==> src/rtl/bal_pkg.sv <==
// bal_pkg: opcodes, sizes, cycle counts and carrier structs of the byte alu
// assumes the core that uses the alu drives the request from its own clock
package bal_pkg;

    // opcode high nibble selects the operation group
    localparam logic [3:0] HI_INC = 4'h0;
    localparam logic [3:0] HI_DEC = 4'h1;
    localparam logic [3:0] HI_ADD = 4'h2;
    localparam logic [3:0] HI_SUM_WITH_CARRY = 4'h3;
    localparam logic [3:0] HI_OR = 4'h4;
    localparam logic [3:0] HI_AND = 4'h5;
    localparam logic [3:0] HI_XOR = 4'h6;
    localparam logic [3:0] HI_SUB = 4'h9;

    // opcode low nibble selects the operand form
    localparam logic [3:0] LO_DIR_A = 4'h2;
    localparam logic [3:0] LO_DIR_IMM = 4'h3;
    localparam logic [3:0] LO_IMM = 4'h4;
    localparam logic [3:0] LO_DIR = 4'h5;
    localparam logic [3:0] LO_IND0 = 4'h6;
    localparam logic [3:0] LO_IND1 = 4'h7;
    localparam int REG_BIT = 3;

    // single-form opcodes
    localparam logic [7:0] OP_ROT_R = 8'h03;
    localparam logic [7:0] OP_ROT_RC = 8'h13;
    localparam logic [7:0] OP_ROT_L = 8'h23;
    localparam logic [7:0] OP_ROT_LC = 8'h33;
    localparam logic [7:0] OP_QUOT = 8'h84;
    localparam logic [7:0] OP_INC_PTR = 8'hA3;
    localparam logic [7:0] OP_PROD = 8'hA4;
    localparam logic [7:0] OP_NIB_X = 8'hC4;
    localparam logic [7:0] OP_DEC_FIX = 8'hD4;
    localparam logic [7:0] OP_ZERO = 8'hE4;
    localparam logic [7:0] OP_INVERT = 8'hF4;

    // instruction sizes in bytes and lengths in cycles
    localparam logic [1:0] LEN1 = 2'h1;
    localparam logic [1:0] LEN2 = 2'h2;
    localparam logic [1:0] LEN3 = 2'h3;
    localparam logic [2:0] CYC1 = 3'h1;
    localparam logic [2:0] CYC2 = 3'h2;
    localparam logic [2:0] CYC4 = 3'h4;

    // decimal adjust constants
    localparam logic [3:0] NIB_MAX = 4'h9;
    localparam logic [7:0] FIX_LO = 8'h06;
    localparam logic [7:0] FIX_HI = 8'h60;

    // where the byte result is written back
    typedef enum logic [1:0] {
        WB_NONE = 2'b00,
        WB_REG = 2'b01,
        WB_MEM = 2'b10
    } bal_wb_t;

    typedef enum logic {
        ST_IDLE = 1'b0,
        ST_BUSY = 1'b1
    } bal_state_t;

    // one instruction with its operands already fetched
    typedef struct packed {
        logic [7:0] opcode;
        logic [7:0] byte1;
        logic [7:0] byte2;
        logic [7:0] acc;
        logic [7:0] b;
        logic cy;
        logic ac;
        logic [7:0] r0;
        logic [7:0] r1;
        logic [7:0] rn_val;
        logic [7:0] mem_val;
        logic [15:0] ptr16;
        logic [15:0] pc;
    } bal_req_t;

    // new core state after the instruction
    typedef struct packed {
        logic known;
        logic [7:0] acc;
        logic [7:0] b;
        logic cy;
        logic ac;
        logic ov;
        logic [15:0] ptr16;
        bal_wb_t wb;
        logic [7:0] wb_addr;
        logic [7:0] wb_data;
        logic [1:0] len;
        logic [2:0] cycles;
        logic [15:0] rel_dest;
    } bal_res_t;

endpackage : bal_pkg

==> src/rtl/bal_alu.sv <==
// bal_alu: byte arithmetic and logic datapath with sizes and cycle counts
// assumes the core fetches operands from mem_addr in the request cycle
// Function
// - opcodes and results follow the standard 8-bit architecture exactly.
// - indirect forms address internal memory with R0 or R1 contents.
// - relative offset byte is a signed two's-complement displacement.
// - sum_into_acc adds in 1 cycle; reg/ind 1 byte, dir/imm 2.
// - sum_with_carry adds operand plus carry in 1 cycle, all forms.
// - direct sum_with_carry is 2 bytes, 1 cycle.
// - immediate sum_with_carry is 2 bytes, 1 cycle.
// - diff_with_borrow subtracts operand and carry, 1 cycle; reg 1 byte.
// - indirect diff_with_borrow uses indirect_ptr_reg, 1 byte, 1 cycle.
// - immediate diff_with_borrow is 2 bytes, 1 cycle.
// - bitwise_and_op into accumulator, 1 cycle, every operand form.
// - bitwise_and_op accumulator into direct byte, 2 bytes, 1 cycle.
// - bitwise_and_op immediate into direct byte, 3 bytes, 2 cycles.
// - bitwise_or_op 1 cycle; immediate into direct 3 bytes, 2 cycles.
// - bitwise_xor_op into accumulator 1 cycle; indirect form 1 byte.
// - bitwise_xor_op accumulator into direct byte, 2 bytes, 1 cycle.
// - bitwise_xor_op immediate into direct byte, 3 bytes, 2 cycles.
// - rot_left_carry rotates accumulator and carry left, 1 byte 1 cycle.
// - rot_right_carry rotates accumulator and carry right, 1 byte 1 cycle.
`timescale 1ns/10ps
`default_nettype none

module bal_alu
    import bal_pkg::*;
(
    // clock, reset, enable
    input wire logic clk_sys,
    input wire logic sys_rst,
    input wire logic clk_en,
    // request
    input wire logic req_valid,
    output logic req_ready,
    input wire bal_req_t req,
    output logic [7:0] mem_addr,
    // answer
    output logic res_done,
    output bal_res_t res
);

    // opcode fields
    logic [3:0] hi;
    logic [3:0] lo;
    logic is_reg;

    // operands picked by form
    logic [7:0] src;
    logic [7:0] lhs;

    // arithmetic, all flat so every op settles in the request cycle
    logic [8:0] sum9;
    logic [4:0] sum_nib;
    logic [8:0] diff9;
    logic [4:0] diff_nib;
    logic cin;
    logic [15:0] prod;

    // decimal adjust stages
    logic [8:0] fix1;
    logic [8:0] fix2;
    logic fix_cy;

    // add_one and reduce_by_one operand
    logic [7:0] step_in;

    // result and sequencer; unknown opcodes still take one slot
    bal_res_t next_res;
    bal_state_t state;
    logic [2:0] cnt;
    logic take;

    assign hi = req.opcode[7:4];
    assign lo = req.opcode[3:0];
    assign is_reg = req.opcode[REG_BIT];

    // memory operand address, fetched by the core this same cycle
    always_comb begin
        if (lo == LO_IND0) begin
            mem_addr = req.r0;
        end else if (lo == LO_IND1) begin
            mem_addr = req.r1;
        end else begin
            mem_addr = req.byte1;
        end
    end

    // source operand by form
    always_comb begin
        if (is_reg) begin
            src = req.rn_val;
        end else if (lo == LO_IMM) begin
            src = req.byte1;
        end else if (lo == LO_DIR_A) begin
            src = req.acc;
        end else if (lo == LO_DIR_IMM) begin
            src = req.byte2;
        end else begin
            src = req.mem_val;
        end
    end

    // left operand: direct byte for direct-destination logic forms
    assign lhs = (lo == LO_DIR_A || lo == LO_DIR_IMM) ? req.mem_val : req.acc;

    // adder carry in is zero for add, the carry flag otherwise; subtractor takes the carry flag
    assign cin = (hi == HI_ADD) ? 1'b0 : req.cy;
    assign sum9 = {1'b0, req.acc} + {1'b0, src} + {8'h00, cin};
    assign sum_nib = {1'b0, req.acc[3:0]} + {1'b0, src[3:0]} + {4'h0, cin};
    assign diff9 = {1'b0, req.acc} - {1'b0, src} - {8'h00, req.cy};
    assign diff_nib = {1'b0, req.acc[3:0]} - {1'b0, src[3:0]} - {4'h0, req.cy};
    assign prod = req.acc * req.b;

    // decimal adjust: carry is only ever set, never cleared
    assign fix1 = {1'b0, req.acc}
        + ((req.acc[3:0] > NIB_MAX || req.ac) ? {1'b0, FIX_LO} : 9'h000);
    assign fix_cy = req.cy | fix1[8];
    assign fix2 = {1'b0, fix1[7:0]}
        + ((fix1[7:4] > NIB_MAX || fix_cy) ? {1'b0, FIX_HI} : 9'h000);

    // step operand: accumulator form uses the accumulator itself
    assign step_in = (lo == LO_IMM) ? req.acc : src;

    // result of one instruction
    always_comb begin
        next_res = '0;
        next_res.known = 1'b1;
        next_res.acc = req.acc;
        next_res.b = req.b;
        next_res.cy = req.cy;
        next_res.ac = req.ac;
        next_res.ptr16 = req.ptr16;
        next_res.wb = WB_NONE;
        next_res.wb_addr = mem_addr;
        next_res.len = LEN1;
        next_res.cycles = CYC1;
        next_res.rel_dest = req.pc + {{8{req.byte1[7]}}, req.byte1};
        unique case (req.opcode)
            OP_ROT_R: begin
                next_res.acc = {req.acc[0], req.acc[7:1]};
            end
            OP_ROT_L: begin
                next_res.acc = {req.acc[6:0], req.acc[7]};
            end
            OP_ROT_RC: begin
                next_res.acc = {req.cy, req.acc[7:1]};
                next_res.cy = req.acc[0];
            end
            OP_ROT_LC: begin
                next_res.acc = {req.acc[6:0], req.cy};
                next_res.cy = req.acc[7];
            end
            OP_INC_PTR: begin
                next_res.ptr16 = req.ptr16 + 16'h0001;
                next_res.cycles = CYC2;
            end
            OP_PROD: begin
                next_res.acc = prod[7:0];
                next_res.b = prod[15:8];
                next_res.cy = 1'b0;
                next_res.ov = |prod[15:8];
                next_res.cycles = CYC4;
            end
            OP_QUOT: begin
                // divide by zero leaves a and b untouched and flags overflow
                if (req.b != 8'h00) begin
                    next_res.acc = req.acc / req.b;
                    next_res.b = req.acc % req.b;
                end
                next_res.cy = 1'b0;
                next_res.ov = (req.b == 8'h00);
                next_res.cycles = CYC4;
            end
            OP_NIB_X: begin
                next_res.acc = {req.acc[3:0], req.acc[7:4]};
            end
            OP_DEC_FIX: begin
                next_res.acc = fix2[7:0];
                next_res.cy = fix_cy | fix2[8];
            end
            OP_ZERO: begin
                next_res.acc = 8'h00;
            end
            OP_INVERT: begin
                next_res.acc = ~req.acc;
            end
            default: begin
                // operand-form groups decoded by high nibble
                if (lo == LO_IMM || lo == LO_DIR) begin
                    next_res.len = LEN2;
                end
                unique case (hi)
                    HI_INC, HI_DEC: begin
                        if (lo < LO_IMM) begin
                            next_res.known = 1'b0;
                        end else begin
                            next_res.wb_data = (hi == HI_INC)
                                ? step_in + 8'h01 : step_in - 8'h01;
                            if (lo == LO_IMM) begin
                                next_res.acc = next_res.wb_data;
                                next_res.len = LEN1;
                            end else if (is_reg) begin
                                next_res.wb = WB_REG;
                                next_res.wb_addr = {5'h00, req.opcode[2:0]};
                            end else begin
                                next_res.wb = WB_MEM;
                            end
                        end
                    end
                    HI_ADD, HI_SUM_WITH_CARRY: begin
                        if (lo < LO_IMM) begin
                            next_res.known = 1'b0;
                        end else begin
                            next_res.acc = sum9[7:0];
                            next_res.cy = sum9[8];
                            next_res.ac = sum_nib[4];
                            next_res.ov = (req.acc[7] == src[7])
                                && (sum9[7] != req.acc[7]);
                        end
                    end
                    HI_SUB: begin
                        if (lo < LO_IMM) begin
                            next_res.known = 1'b0;
                        end else begin
                            next_res.acc = diff9[7:0];
                            next_res.cy = diff9[8];
                            next_res.ac = diff_nib[4];
                            next_res.ov = (req.acc[7] != src[7])
                                && (diff9[7] != req.acc[7]);
                        end
                    end
                    HI_OR, HI_AND, HI_XOR: begin
                        if (hi == HI_OR) begin
                            next_res.wb_data = lhs | src;
                        end else if (hi == HI_AND) begin
                            next_res.wb_data = lhs & src;
                        end else begin
                            next_res.wb_data = lhs ^ src;
                        end
                        if (lo == LO_DIR_A) begin
                            next_res.wb = WB_MEM;
                            next_res.len = LEN2;
                        end else if (lo == LO_DIR_IMM) begin
                            next_res.wb = WB_MEM;
                            next_res.len = LEN3;
                            next_res.cycles = CYC2;
                        end else if (lo >= LO_IMM) begin
                            next_res.acc = next_res.wb_data;
                        end else begin
                            next_res.known = 1'b0;
                        end
                    end
                    default: begin
                        // not an alu opcode: no state changes
                        next_res.known = 1'b0;
                    end
                endcase
            end
        endcase
        if (!next_res.known) begin
            next_res.wb = WB_NONE;
            next_res.acc = req.acc;
            next_res.len = LEN1;
            next_res.cycles = CYC1;
        end
    end

    // handshake: answer stands after the op's cycle count
    assign res_done = (state == ST_BUSY) && (cnt == CYC1);
    assign req_ready = (state == ST_IDLE) || res_done;
    assign take = req_valid && req_ready;

    // sequencer; clk_en low freezes the count so timing stays in cycles
    always_ff @(posedge clk_sys) begin
        if (sys_rst) begin
            state <= ST_IDLE;
            cnt <= 3'h0;
        end else if (clk_en) begin
            if (take) begin
                state <= ST_BUSY;
                cnt <= next_res.cycles;
            end else if (res_done) begin
                state <= ST_IDLE;
                cnt <= 3'h0;
            end else if (state == ST_BUSY) begin
                cnt <= cnt - 3'h1;
            end
        end
    end

    // result held from acceptance until the next request is taken
    always_ff @(posedge clk_sys) begin
        if (sys_rst) begin
            res <= '0;
        end else if (clk_en && take) begin
            res <= next_res;
        end
    end

endmodule : bal_alu

`default_nettype wire

==> config.mk <==
export PLATFORM = sky130hd
export DESIGN_NAME = bal_alu
export DESIGN_NICKNAME = d
export VERILOG_FILES = /design/src/rtl/bal_pkg.sv /design/src/rtl/bal_alu.sv
export SDC_FILE = /design/constraint.sdc
export NUM_CORES = 1
export LEC_CHECK = 0
export ABC_CLOCK_PERIOD_IN_PS = 10260
export BUFFER_PORTS_ARGS = -buffer_cell sky130_fd_sc_hd__buf_2
export CAP_MARGIN = 20
export CORE_ASPECT_RATIO = 0.6
export CORE_MARGIN = 5
export CORE_UTILIZATION = 45
export DETAILED_ROUTE_END_ITERATION = 10
export PLACE_DENSITY = 0.71
export REMOVE_ABC_BUFFERS = 1
export SETUP_SLACK_MARGIN = 0.15
export SYNTH_ARGS = -nofsm -noshare
export SYNTH_HDL_FRONTEND = slang
export SYNTH_SLANG_ARGS = --single-unit
export TNS_END_PERCENT = 20
==> constraint.sdc <==
create_clock -name clk_sys -period 10.26 [get_ports clk_sys]
set_input_delay 0.513 -clock clk_sys [delete_from_list [all_inputs] [get_ports clk_sys]]
set_output_delay 0.513 -clock clk_sys [all_outputs]
set_load 0.1 [all_outputs]
==> run_results.csv <==
group,metric,value,unit
worst_setup_path,launch_point_of_the_worst_path,"req[71]",
sta,finish_stage_setup_viols,0,
grt,grt_usage,29.1,%
placement,gp_routability_congestion,1.00,
worst_setup_path,timing.reg2reg.worst_path_depth,10,
worst_setup_path,required,10.54,ns
worst_setup_path,start_kind,"input port",
worst_setup_path,critPathTopFamily,"compound AO/OA/AOI/OAI gates",
grt,first_global_vias,12100,
power_and_ir_drop,power_leakage,6.53,nW
worst_setup_path,cp_num_buf_inv,3,
worst_setup_path,critPathCaptureType,"flop",
floorplanning,die_area,29100,um^2
logic_synthesis,number_of_synthesized_flops_with_an_enable_pin,0,
power_and_ir_drop,totalPowerFinal,1.88,mW
logic_synthesis,postSynthCellCount,1569,
cts,worst_case_clock_buffer_depth,2,
logic_synthesis,synth_async_sr_flop_share,0,%
cts,buffer_cell_driving_the_clock_tree_root,"clkbuf_16",
power_and_ir_drop,clkPwrFrac,17.4,%
drt,firstDrtPassIters,10,
sta,worst_slack,0.172,ns
grt,gr-total-overflow,0,
sta,tightestPinTransition,1.17,ns
power_and_ir_drop,cell_area_power_density,131,nW/um^2
final_layout,antennaDiodeCount,0,
power_and_ir_drop,cell_internal_pwr,0.955,mW
worst_setup_path,critical-path-slowest-cell,"or3_4",
worst_setup_path,biggest_cell_delay_along_the_critical_path,0.41,ns
sta,period_minus_slack,10.09,ns
final_layout,final_design_area_no_fill,14400,um^2
floorplanning,io_pins,195,
final_layout,nFillCells,2342,
logic_synthesis,yosysSeqAreaShare,13.7,%
final_layout,post_layout_nonfiller_instances,2159,
final_layout,synthToLayoutAreaGrowth,24.0,%
cts,cts.htree.levels,3,
grt,grt_antenna_before_repair,1,
hold_path,worst_hold_path_type,"flop to flop",
logic_synthesis,yosys_most_used_dff,"dfxtp_1",
worst_setup_path,crit_fanout,6,
final_layout,final_layout_size_suffix_gt1_share,23.1,%
logic_synthesis,yosys_warnings,0,
sta,max_slew_margin,21.9,%
status,status,"finished, final reports clean",
drt,vias_per_cell,6.11,
sta,fmax,0.0991,GHz
drt,drc_errors,0,
logic_synthesis,syn_area_per_cell,7.38,um^2
logic_synthesis,synthesis_stage_register_bit_count,79,
worst_setup_path,r2r_start,"cnt[0]",
final_layout,finalCoreUtilization,56.8,%
floorplanning,floorplan.initialDensity,45.8,%
drt,route.antenna.remaining_nets,0,
worst_setup_path,endpoint_arrival_time_on_the_critical_path,10.37,ns
final_layout,layout_commonest_cell,"buf_2",
placement,dpl.cell_count,2118,
placement,portBuffers,194,
power_and_ir_drop,p_seq_share,18.1,%
floorplanning,chipWidth,217,um
sta,min_period_over_period,98.3,%
power_and_ir_drop,vdd_drop_max,0.0805,mV
floorplanning,floorplan.core_area,25300,um^2
sta,final.setup.tns,0,ns
drt,drt-wirelength-per-cell,21.0,um
run,maxCapViolCount,0,
placement,pre_cts_ws,-0.459,ns
power_and_ir_drop,combinationalPowerShare,64.4,%
cts,cts_made_buffers,9,
sta,fin_hold_ws,0.451,ns
cts,clk_pin_slew_worst_paths,0.07,ns
placement,post_dp_cell_area,13500,um^2
grt,grt_start_max_net_pins,67,
sta,timing_hold_violations_final,0,
sta,final-max-slew-violation-count,0,
floorplanning,die-height,134,um
power_and_ir_drop,net_switching_share_of_the_total_power,49.1,%
final_layout,leading_cell_types_in_the_layout_fill_and_taps_excluded,"buf_2, nor2_1, nand2_1",
sta,rsz0062_at_grt,"yes",
worst_setup_path,critical_path_depth,45,
worst_setup_path,worstSetupEndpoint,"res[63]",
worst_setup_path,ff2ff_setup_slack,7.38,ns
cts,tritoncts,"yes",
grt,grt_pass1_wl,67.7,mm
logic_synthesis,netlist-cell-type-count,88,
drt,drt_iter0_markers,1721,
worst_setup_path,r2r_path_end,"res[70]",
cts,cts_sinks,79,
sta,timing.clock.skew,0.00791,ns
power_and_ir_drop,total_switching_power,0.923,mW
worst_setup_path,path_class,"input port to flop",
drt,wirelength,45.3,mm
final_layout,finalNetCount,2122,
floorplanning,fp-row-count,45,
cts,clk_latency,0.35,ns
drt,num_vias,13200,
placement,dp_hpwl,35.0,mm
logic_synthesis,synth_area,11600,um^2
sequential cells by signal, summed over array words and instances (netlist names):
name and flops:
state 1, res 75, cnt 3
routing by layer:
layer  wire (um)  share of wire [%]  vias to the layer above  global-route usage, %
met5          13              0.029                        -                      0
met4         982                2.2                        2                   5.54
met3        6190                 14                      102                   12.1
met2       17500                 39                      743                   38.0
met1       20600                 45                     6228                   44.1
li1            -                  -                     6126                      -
timing repair:
action	4_1_cts	5_1_grt
pin swaps	11	42
gates resized for setup	15	61
endpoints found under the hold margin	0	0
hold buffers	0	0
setup endpoints to repair	9	9
buffers inserted	6	17
cloned	0	0
how the worst min path moves through the flow:
| stage | startpoint | endpoint | slack (ns) | depth (start not counted) |
|---|---|---|---|---|
| 6_report | res[10] | res[10] | 0.45 | 2 |
| 5_1_grt | res[10] | res[10] | 0.48 | 2 |
| 4_1_cts | res[72] | res[72] | 0.45 | 2 |
| 3_5_place_dp | res[72] | res[72] | 0.44 | 2 |
| 3_3_place_gp | res[72] | res[72] | 0.43 | 2 |
| 2_1_floorplan | cnt[1] | cnt[1] | 0.46 | 2 |
worst register-to-register path, stage by stage (launching register included):
cell and delay [ns]:
dfxtp_1 0.39, ha_1 0.17, inv_1 0.05, o21ai_1 0.46, nand3_2 0.11, buf_4 0.32
a221o_1 0.37, a21oi_1 0.12, o311ai_0 0.14, a211oi_1 0.47, a211oi_1 0.15
final cells by class:
cell class / count / area [um^2] / area share [%]
multi-input cells: 1280 / 9580 / 66.8
repair buffers: 329 / 2000 / 14.0
flip-flops and latches: 79 / 1580 / 11.0
inverters: 126 / 473 / 3.29
well taps: 329 / 412 / 2.87
clock buffers: 9 / 225 / 1.57
clock inverters: 7 / 77.6 / 0.540
cells in the mapped netlist (all sizes together), types with 11 or more instances:
cell | count | area (um^2)
nor2 | 185 | 694
nand2 | 155 | 582
ha | 142 | 1780
inv | 122 | 458
a21oi | 102 | 518
o21ai | 88 | 444
dfxtp | 79 | 1580
clkbuf | 67 | 251
a211oi | 55 | 418
fa | 45 | 901
nor3 | 44 | 220
xnor2 | 44 | 385
nand3 | 36 | 180
mux2i | 33 | 330
xor2 | 28 | 245
nor2b | 22 | 138
buf | 17 | 73.8
o211ai | 16 | 120
o21a | 16 | 120
a22oi | 15 | 113
nand2b | 15 | 93.8
a221oi | 14 | 123
a31oi | 14 | 87.6
or3 | 14 | 87.6
a21o | 12 | 90.1
o22ai | 11 | 68.8
logic make-up after synthesis:
| group | Yosys count | synth area share [%] |
|---|---|---|
| and+or+nand+nor | 543 | 21.9 |
| AOI/OAI and AO/OA | 441 | 25.8 |
| buffers and inverters | 210 | 6.90 |
| adders and majority gates | 187 | 23.1 |
| DFF | 79 | 13.7 |
| xor gates and xnor gates | 72 | 5.45 |
| muxes | 37 | 3.24 |
power by group through the flow:
stage               registers [mW]  clock network, mW  logic (mW)
CTS                          0.340              0.330        1.13
finish                       0.341              0.327        1.21
detailed placement           0.347                  0        1.11
global route                 0.343              0.347        1.31
floorplan                    0.487                  0       0.642
global placement             0.346                  0        1.09
(Power assumes the default switching activity.)
